--- src/hw/wdt_pkg.sv ---
// shared constants for the watchdog timer block
package wdt_pkg;
  // register map (byte addresses)
  localparam logic [11:0] CONTROL_OFFSET = 12'h000;
  localparam logic [11:0] CONFIG_OFFSET = 12'h004;
  localparam logic [11:0] STATUS_OFFSET = 12'h008;
  localparam logic [11:0] COMMAND_OFFSET = 12'h00C;
  // control register fields
  localparam int KEY_LSB = 0;
  localparam int KEY_MSB = 3;
  localparam int SEL_LSB = 4;
  localparam int SEL_MSB = 6;
  localparam int KEEP_BIT = 7;
  localparam logic [7:0] CONTROL_RESET = 8'h7A;
  localparam logic [3:0] DISABLE_KEY = 4'hA;
  localparam logic [3:0] ADVISED_KEY = 4'h5;
  // config register fields
  localparam int CFG_EN_BIT = 0;
  localparam int CFG_SUB_BIT = 1;
  localparam int CFG_LXT_BIT = 2;
  localparam int CFG_PAIR_BIT = 3;
  localparam int CFG_LOW_BIT = 4;
  localparam logic [4:0] CONFIG_RESET = 5'h03;
  // status register fields
  localparam int ST_TO_BIT = 0;
  localparam int ST_PD_BIT = 1;
  localparam int ST_RUN_BIT = 2;
  // command register bits
  localparam int CMD_SINGLE_BIT = 0;
  localparam int CMD_FIRST_BIT = 1;
  localparam int CMD_SECOND_BIT = 2;
  localparam int CMD_HALT_BIT = 3;
  localparam int CMD_WAKE_BIT = 4;
  // counter
  localparam int CNT_W = 15;
  localparam int SYS_DIV = 4;
  localparam logic [1:0] SYS_DIV_LAST = 2'(SYS_DIV - 1);
  localparam int BASE_SHIFT = 8;
  // power state and paired-clear memory
  typedef enum logic [1:0] {
    MODE_RUN,
    MODE_IDLE_ON,
    MODE_IDLE_OFF,
    MODE_SLEEP
  } power_mode_t;
  typedef enum logic [1:0] {
    CLR_NONE,
    CLR_FIRST,
    CLR_SECOND
  } last_clear_t;
endpackage

--- src/hw/wdt_tick_if.sv ---
// source-clock tick, clear and period select passed to the prescale counter
interface wdt_tick_if;
  logic tick;
  logic clear;
  logic [2:0] sel;
  logic overflow;
  logic [14:0] count;
  modport ctrl (output tick, output clear, output sel, input overflow, input count);
  modport cnt (input tick, input clear, input sel, output overflow, output count);
endinterface

--- src/hw/watchdog_timer.sv ---
// watchdog timer with apb register access
//
// How it works
// - config bit picks source clock: sub clock or core clock divided by four.
// - config bit picks sub clock from low-speed crystal or low-speed rc.
// - control bits 6..4 set period of 256 to 32768 source clocks.
// - stops only when config disables and key field equals 1010.
// - control resets to key 1010, select 111, keep bit 0.
// - while disabled, watchdog instructions do nothing.
// - overflow in normal running forces device reset and sets timeout flag.
// - overflow in sleep or idle sets flag, resets only pc and stack.
// - counter cleared by reset pin low, clear instructions or halt.
// - config bit selects single clear or paired clear scheme.
// - single mode: each single clear instruction clears the counter.
// - paired mode: only a clear differing from the previous one clears.
// - control bit 7 keeps core clock running in idle when set.
// - divided core clock source stops in sleep and idle with core off.
// - core-clock source follows switch to the low-speed system clock.
// - sub clock and source clock run only while watchdog is enabled.
// - idle with core off: sub clock keeps counting, core clock stops.
// - power-down flag cleared by power-up and clears, set by halt.
// - timeout in run leaves pd flag; in idle or sleep both flags 1.
//
// Register access over APB and the address map were chosen for this implementation.
module watchdog_timer (
  input wire logic clk_i,
  input wire logic rstn_i,
  input wire logic psel_i,
  input wire logic penable_i,
  input wire logic pwrite_i,
  input wire logic [11:0] paddr_i,
  input wire logic [31:0] pwdata_i,
  output logic [31:0] prdata_o,
  output logic pready_o,
  output logic pslverr_o,
  input wire logic ext_reset_n_i,
  input wire logic low_speed_crystal_tick_i,
  input wire logic low_speed_rc_tick_i,
  input wire logic core_clock_tick_i,
  input wire logic idle_select_i,
  output logic device_reset_o,
  output logic pc_stack_reset_o,
  output logic core_clock_run_o,
  output logic sub_clock_run_o,
  output logic [1:0] power_mode_o
);
  logic [7:0] control_q;
  logic [4:0] config_q;
  logic timeout_flag_q;
  logic powerdown_flag_q;
  wdt_pkg::power_mode_t mode_q;
  wdt_pkg::last_clear_t last_q;
  logic [1:0] div_q;
  logic [31:0] rdata_d;
  logic [31:0] prdata_q;
  logic dev_rst_q;
  logic pc_rst_q;
  logic wr_en;
  logic rd_en;
  logic mapped;
  logic [4:0] cmd;
  logic cfg_enable;
  logic use_sub;
  logic use_lxt;
  logic paired;
  logic wdt_enabled;
  logic sub_tick;
  logic sys_tick;
  logic src_tick;
  logic src_running;
  logic sw_clear;
  logic do_halt;
  logic do_single;
  logic do_first;
  logic do_second;
  logic asleep;

  wdt_tick_if tk ();

  wdt_prescale_counter u_counter (
    .clk_i(clk_i),
    .rstn_i(rstn_i),
    .tk(tk)
  );

  // apb decode: zero-wait-state slave, every access completes in its access phase
  assign wr_en = psel_i && penable_i && pwrite_i;
  assign rd_en = psel_i && penable_i && !pwrite_i;
  assign pready_o = 1'b1;
  always_comb begin
    mapped = 1'b1;
    case (paddr_i)
      wdt_pkg::CONTROL_OFFSET,
      wdt_pkg::CONFIG_OFFSET,
      wdt_pkg::STATUS_OFFSET,
      wdt_pkg::COMMAND_OFFSET: mapped = 1'b1;
      default: mapped = 1'b0;
    endcase
  end
  // unmapped address answers with an error, no side effect
  assign pslverr_o = psel_i && penable_i && !mapped;

  assign cfg_enable = config_q[wdt_pkg::CFG_EN_BIT];
  assign use_sub = config_q[wdt_pkg::CFG_SUB_BIT];
  assign use_lxt = config_q[wdt_pkg::CFG_LXT_BIT];
  assign paired = config_q[wdt_pkg::CFG_PAIR_BIT];
  // watchdog only stops with config disabled and the magic key present
  assign wdt_enabled = cfg_enable ||
    (control_q[wdt_pkg::KEY_MSB:wdt_pkg::KEY_LSB] != wdt_pkg::DISABLE_KEY);

  // command strobes; the instruction decoder reaches them as a register write
  assign cmd = (wr_en && paddr_i == wdt_pkg::COMMAND_OFFSET) ? pwdata_i[4:0] : 5'h00;
  assign do_halt = cmd[wdt_pkg::CMD_HALT_BIT] && mode_q == wdt_pkg::MODE_RUN;
  // instructions are no-ops while the watchdog is off
  assign do_single = cmd[wdt_pkg::CMD_SINGLE_BIT] && wdt_enabled && !paired;
  assign do_first = cmd[wdt_pkg::CMD_FIRST_BIT] && wdt_enabled && paired;
  assign do_second = cmd[wdt_pkg::CMD_SECOND_BIT] && wdt_enabled && paired;
  // paired scheme clears only on alternation; first ever clear counts
  assign sw_clear = do_single ||
    (do_first && last_q != wdt_pkg::CLR_FIRST) ||
    (do_second && last_q != wdt_pkg::CLR_SECOND);

  // sub clock comes from the crystal or the rc oscillator
  assign sub_tick = use_lxt ? low_speed_crystal_tick_i : low_speed_rc_tick_i;
  // core clock tick already reflects the high/low speed selection upstream
  assign core_clock_run_o = mode_q == wdt_pkg::MODE_RUN ||
    mode_q == wdt_pkg::MODE_IDLE_ON;
  assign sys_tick = core_clock_tick_i && core_clock_run_o && div_q == wdt_pkg::SYS_DIV_LAST;
  // sub clock powered only while the watchdog needs it
  assign sub_clock_run_o = wdt_enabled && use_sub;
  assign src_running = wdt_enabled && (use_sub || core_clock_run_o);
  assign src_tick = src_running && (use_sub ? sub_tick : sys_tick);
  assign asleep = mode_q != wdt_pkg::MODE_RUN;

  assign tk.tick = src_tick;
  assign tk.sel = control_q[wdt_pkg::SEL_MSB:wdt_pkg::SEL_LSB];
  // reset pin, clears and halt all restart the count
  assign tk.clear = !ext_reset_n_i || sw_clear || do_halt;

  // divide-by-four of the core clock ticks; frozen when the core clock stops
  always_ff @(posedge clk_i or negedge rstn_i) begin
    if (!rstn_i) begin
      div_q <= '0;
    end else if (core_clock_tick_i && core_clock_run_o) begin
      div_q <= div_q + 1'b1;
    end
  end

  // control register, restored to its power-on value by device resets
  always_ff @(posedge clk_i or negedge rstn_i) begin
    if (!rstn_i) begin
      control_q <= wdt_pkg::CONTROL_RESET;
    end else if (!ext_reset_n_i || dev_rst_q) begin
      control_q <= wdt_pkg::CONTROL_RESET;
    end else if (wr_en && paddr_i == wdt_pkg::CONTROL_OFFSET) begin
      control_q <= pwdata_i[7:0];
    end
  end

  // configuration options latch; only power-on restores them
  always_ff @(posedge clk_i or negedge rstn_i) begin
    if (!rstn_i) begin
      config_q <= wdt_pkg::CONFIG_RESET;
    end else if (wr_en && paddr_i == wdt_pkg::CONFIG_OFFSET) begin
      config_q <= pwdata_i[4:0];
    end
  end

  // memory of the last effective paired clear
  always_ff @(posedge clk_i or negedge rstn_i) begin
    if (!rstn_i) begin
      last_q <= wdt_pkg::CLR_NONE;
    end else if (!ext_reset_n_i || dev_rst_q) begin
      last_q <= wdt_pkg::CLR_NONE;
    end else if (do_first) begin
      last_q <= wdt_pkg::CLR_FIRST;
    end else if (do_second) begin
      last_q <= wdt_pkg::CLR_SECOND;
    end
  end

  // power state: halt enters sleep/idle, wake or any reset returns to run
  always_ff @(posedge clk_i or negedge rstn_i) begin
    if (!rstn_i) begin
      mode_q <= wdt_pkg::MODE_RUN;
    end else if (!ext_reset_n_i || tk.overflow || cmd[wdt_pkg::CMD_WAKE_BIT]) begin
      mode_q <= wdt_pkg::MODE_RUN;
    end else if (do_halt) begin
      case ({idle_select_i, control_q[wdt_pkg::KEEP_BIT]})
        2'b11: mode_q <= wdt_pkg::MODE_IDLE_ON;
        2'b10: mode_q <= wdt_pkg::MODE_IDLE_OFF;
        default: mode_q <= wdt_pkg::MODE_SLEEP;
      endcase
    end
  end
  assign power_mode_o = mode_q;

  // time-out flag: overflow wins over the clearing halt or clear instruction
  always_ff @(posedge clk_i or negedge rstn_i) begin
    if (!rstn_i) begin
      timeout_flag_q <= 1'b0;
    end else if (tk.overflow) begin
      timeout_flag_q <= 1'b1;
    end else if (do_halt || sw_clear) begin
      timeout_flag_q <= 1'b0;
    end
  end

  // power-down flag: set by halt, cleared by clears, kept by any time-out
  always_ff @(posedge clk_i or negedge rstn_i) begin
    if (!rstn_i) begin
      powerdown_flag_q <= 1'b0;
    end else if (tk.overflow) begin
      powerdown_flag_q <= powerdown_flag_q;
    end else if (do_halt) begin
      powerdown_flag_q <= 1'b1;
    end else if (sw_clear) begin
      powerdown_flag_q <= 1'b0;
    end
  end

  // reset requests: full reset when running, pc/stack only when asleep
  always_ff @(posedge clk_i or negedge rstn_i) begin
    if (!rstn_i) begin
      dev_rst_q <= 1'b0;
      pc_rst_q <= 1'b0;
    end else begin
      dev_rst_q <= tk.overflow && !asleep;
      pc_rst_q <= tk.overflow && asleep;
    end
  end
  assign device_reset_o = dev_rst_q;
  assign pc_stack_reset_o = pc_rst_q;

  // read mux; status shows the block's own state
  always_comb begin
    rdata_d = '0;
    case (paddr_i)
      wdt_pkg::CONTROL_OFFSET: rdata_d[7:0] = control_q;
      wdt_pkg::CONFIG_OFFSET: rdata_d[4:0] = config_q;
      wdt_pkg::STATUS_OFFSET: begin
        rdata_d[wdt_pkg::ST_TO_BIT] = timeout_flag_q;
        rdata_d[wdt_pkg::ST_PD_BIT] = powerdown_flag_q;
        rdata_d[wdt_pkg::ST_RUN_BIT] = src_running;
        rdata_d[5:4] = mode_q;
        rdata_d[16 +: wdt_pkg::CNT_W] = tk.count;
      end
      default: rdata_d = '0;
    endcase
  end

  // read data registered at the edge ending the setup phase
  always_ff @(posedge clk_i or negedge rstn_i) begin
    if (!rstn_i) begin
      prdata_q <= '0;
    end else if (psel_i && !penable_i && !pwrite_i) begin
      prdata_q <= rdata_d;
    end
  end
  assign prdata_o = prdata_q;
endmodule

--- src/hw/wdt_prescale_counter.sv ---
// 15-bit up-counter with selectable overflow point
module wdt_prescale_counter (
  input wire logic clk_i,
  input wire logic rstn_i,
  wdt_tick_if.cnt tk
);
  logic [wdt_pkg::CNT_W-1:0] count_q;
  logic [wdt_pkg::CNT_W:0] limit;

  // 256 shifted left by the select code
  assign limit = (wdt_pkg::CNT_W+1)'(1) << (wdt_pkg::BASE_SHIFT + int'(tk.sel));
  // overflow when the next tick would reach the selected limit
  assign tk.overflow = tk.tick && ({1'b0, count_q} == limit - 1'b1);
  assign tk.count = count_q;

  // clear has priority; wraps to zero on overflow
  always_ff @(posedge clk_i or negedge rstn_i) begin
    if (!rstn_i) begin
      count_q <= '0;
    end else if (tk.clear || tk.overflow) begin
      count_q <= '0;
    end else if (tk.tick) begin
      count_q <= count_q + 1'b1;
    end
  end
endmodule

--- config.mk ---
export PLATFORM = sky130hd
export DESIGN_NAME = watchdog_timer
export DESIGN_NICKNAME = d
export VERILOG_FILES = /design/src/hw/wdt_pkg.sv /design/src/hw/wdt_tick_if.sv /design/src/hw/watchdog_timer.sv /design/src/hw/wdt_prescale_counter.sv
export SDC_FILE = /design/constraint.sdc
export NUM_CORES = 1
export LEC_CHECK = 0
export ABC_CLOCK_PERIOD_IN_PS = 3630
export BUFFER_PORTS_ARGS = -buffer_cell sky130_fd_sc_hd__buf_2
export CORE_AREA = 2 2 105 67
export DETAILED_ROUTE_END_ITERATION = 8
export DIE_AREA = 0 0 107 69
export PLACE_DENSITY_LB_ADDON = 0.1
export SYNTH_ARGS = -nofsm -noshare
export SYNTH_HDL_FRONTEND = slang
export SYNTH_SLANG_ARGS = --single-unit
--- constraint.sdc ---
create_clock -name clk_i -period 3.63 [get_ports clk_i]
set_clock_uncertainty 0.15 [all_clocks]
set_input_delay 0.1815 -clock clk_i [delete_from_list [all_inputs] [get_ports clk_i]]
set_output_delay 0.1815 -clock clk_i [all_outputs]
set_load 0.02 [all_outputs]
==> results.py <==
metrics = {
    "flow_run": {
        "cap_violations": 0,
    },
    "synthesis": {
        "synth_cells": 323,
        "synthAdderAreaFrac_pct": 1.20,
        "synth_compound_area_share_pct": 12.6,
        "synth_edf_count": 0,
        "synth_mux_area_share_pct": 4.34,
        "synthArstFlopShare_pct": 100,
        "synth_area_um2": 3120,
        "ys_warn_count": 0,
        "synth_cell_types": 48,
        "synth.yosys.seq_area_share_pct": 49.3,
        "synthSimpleGateAreaFrac_pct": 20.7,
        "synth-xor-area-share_pct": 5.62,
        "syn_area_per_cell_um2": 9.65,
        "synth_top_family_by_area": "simple AND/OR/NAND/NOR gates",
        "ys_ff_latch": 61,
        "synth_flop_cell": "dfrtp_1",
    },
    "worst_setup_path": {
        "crit_slowest_cell": "dfstp_2",
        "slowest_delay_ns": 0.67,
        "r2r_start": "control_q[5]",
        "end_kind": "flip-flop",
        "required_ns": 3.70,
        "reg2reg_slack_ns": 0.64,
        "crit_type": "flip-flop to flip-flop",
        "rr_endpoint": "u_counter.tk.count[12]",
        "cp_max_fo": 15,
        "startpoint": "control_q[5]",
        "endpoint": "u_counter.tk.count[12]",
        "startpoint_type": "flip-flop",
        "worst-r2r-cell-count": 8,
        "cp.arrival_ns": 3.05,
        "crit_chain": "or3_1 > ha_1 > nor4bb_1 > a221o_1 > a311oi_1 > or4_1 > nand3_4 > nor2_1",
    },
    "finish": {
        "seqCellArea_um2": 1540,
        "fin_util_pct": 58.1,
        "layout-drive-gt1-share_pct": 23.5,
        "finalNetCount": 444,
        "synthToLayoutAreaGrowth_pct": 19.7,
        "antenna_cells": 0,
        "n_fill_cell": 584,
        "multiInputGateArea_um2": 1430,
        "final_area_um2": 3730,
        "fin_cells": 479,
        "mostFrequentLayoutCell": "buf_2",
        "final_cell_mix": "buf_2 (59), dfrtp_1 (54), nand2_1 (45)",
    },
    "routing": {
        "dr.pass1.iters": 4,
        "drt_wl_total_um": 7060,
        "drc": 0,
        "vias_per_cell": 5.25,
        "antenna_left": 0,
        "wl_per_cell_um": 14.7,
        "drtIter0Drc": 161,
        "vias": 2513,
    },
    "power": {
        "power_leakage_nw": 1.77,
        "max-vdd-ir-drop_v": 0.000181,
        "p_per_area_nw_per_um2": 382,
    },
    "sta": {
        "hold_violations": 0,
        "maxSlewViolCount": 0,
        "clock.fmax_ghz": 0.335,
        "post-route-period-util_pct": 82.3,
        "rsz0062_at_grt": "no",
        "timing.hold.ws_ns": 0.0734,
        "relSlewSlack_pct": 28.5,
        "period_needed_ns": 2.99,
        "setup_tns_ns": 0,
        "worst_slew_pin_slew_ns": 1.07,
        "setup_viol": 0,
    },
    "clocking": {
        "clk_latency_ns": 0.34,
        "ctsResizeCount": 0,
        "clock-root-buffer": "clkbuf_8",
        "clockBufferDepth": 2,
        "numCtsBuffers": 9,
        "cts_tree": "yes",
        "cts_max_level": 3,
        "clk_pin_slew_ns": 0.07,
        "holdBufCountCts": 9,
        "cts_sinks": 61,
        "post_cts_buffers": 0,
    },
    "floorplanning": {
        "die_w_um": 107,
        "io_pins": 94,
        "rows": 23,
        "start_util_pct": 48.5,
        "die_y_um": 69,
        "core-area_um2": 6420,
        "die_area_um2": 7380,
    },
    "placed_design": {
        "dp_hpwl_um": 5050,
        "place_inst": 454,
        "port_buffers": 59,
        "place_congestion": 0.809,
        "place_area_um2": 3430,
    },
    "global_routing": {
        "overflow": 0,
        "grt_first_pass_wirelength_um": 11400,
        "grt_max_degree": 38,
        "grt_usage_pct": 20.2,
        "grt_pass1_vias": 2224,
        "antenna_found_initial": 0,
    },
    "outcome": {
        "outcome": "finished, final reports clean",
    },
    "worst_hold_path": {
        "min_path_type": "primary input to flip-flop",
    },
}
[per-layer routing]
| metal | part of all wire, % | vias up | GRT usage, % | routed length, um |
|---|---|---|---|---|
| met3 | 7.4 | 2 | 7.66 | 520 |
| met5 | 0 | - | 0 | 0 |
| met4 | 0.30 | 0 | 4.33 | 21 |
| li1 | - | 1238 | - | - |
| met2 | 39 | 86 | 25.5 | 2750 |
| met1 | 53 | 1187 | 32.0 | 3770 |
[logic make-up (layout without fill, tap and decap cells)]
family	Yosys count	in the layout
other cells	2	10
buf+inv	36	97
fa+ha+maj	3	3
simple gates	135	135
xor+xnor	20	20
compound gates	53	53
flops	61	61
mux	13	13
[worst max-delay path: cells and delay by family (launching register included)]
kind | cells | cell delay, ns
AO/OA/AOI/OAI | 2 | 0.25
AND/OR/NAND/NOR | 5 | 1.46
adder cells (fa/ha/maj) | 1 | 0.32
flip-flops | 1 | 0.67
[sequential cells by signal, summed over array words and instances, names as in the netlist]
register            cells
control_q               8
prdata_o               23
timeout_flag_q          1
config_q                5
last_q                  2
powerdown_flag_q        1
u_counter.tk.count     15
div_q                   2
device_reset_o          1
power_mode_o            2
pc_stack_reset_o        1
[synthesized netlist by cell type (2+ instances only)]
library cell / n / share of area, %
o211a_1: 2 / 0.64
nor3_1: 7 / 1.1
xor2_1: 7 / 2.0
buf_4: 10 / 2.4
nor4_1: 4 / 0.80
inv_1: 10 / 1.2
nor3b_1: 3 / 0.72
ha_1: 3 / 1.2
nor2b_1: 5 / 1.0
nand3_1: 17 / 2.7
dfstp_2: 7 / 5.9
o41ai_1: 2 / 0.56
mux2i_1: 9 / 2.9
nand2_1: 45 / 5.4
nand2b_1: 4 / 0.80
o21ai_0: 7 / 1.1
a22o_1: 15 / 4.2
conb_1: 2 / 0.24
nand4_1: 4 / 0.80
and2_1: 2 / 0.40
buf_2: 3 / 0.48
nor2_1: 33 / 4.0
and3_1: 2 / 0.40
mux2_2: 4 / 1.4
xnor2_1: 13 / 3.7
or3_1: 3 / 0.60
a21oi_1: 12 / 1.9
dfrtp_1: 54 / 43
o31ai_1: 5 / 1.2
clkbuf_1: 11 / 1.3
[final cells by class]
cell class                 instances  share of cell area, %
inverter                          10                   1.01
sequential                        61                   41.2
clock inverter                     5                   1.58
multi-input combinational        234                   38.3
timing repair buffer              71                   10.9
clock buffer                      11                   4.06
tap                               87                   2.92
[metrics by stage]
step	total power [W]	worst slack, ns
final	0.00142	0.643
after global routing	0.00149	0.404
after CTS	0.00144	0.625
after detailed placement	0.000805	0.655
after global placement	0.000802	0.719
after floorplan	0.000768	0.670
[how the worst min path moves through the flow]
stage / startpoint / to / cells past startpoint
after global routing: idle_select_i / power_mode_o[1] / 3
final: paddr_i[3] / prdata_o[3] / 2
after detailed placement: rstn_i / div_q[0] / 1
after floorplan: rstn_i / config_q[2] / 0
after global placement: rstn_i / prdata_o[3] / 1
after CTS: paddr_i[3] / prdata_o[3] / 2
[power by group]
| part | switching [W] | internal (W) | leakage [nW] |
|---|---|---|---|
| sequential | 0.00000742 | 0.000692 | 0.818 |
| combinational | 0.0000591 | 0.0000399 | 0.853 |
| clock | 0.000272 | 0.000354 | 0.102 |
Note: power is estimated with default switching activity, not from simulation.
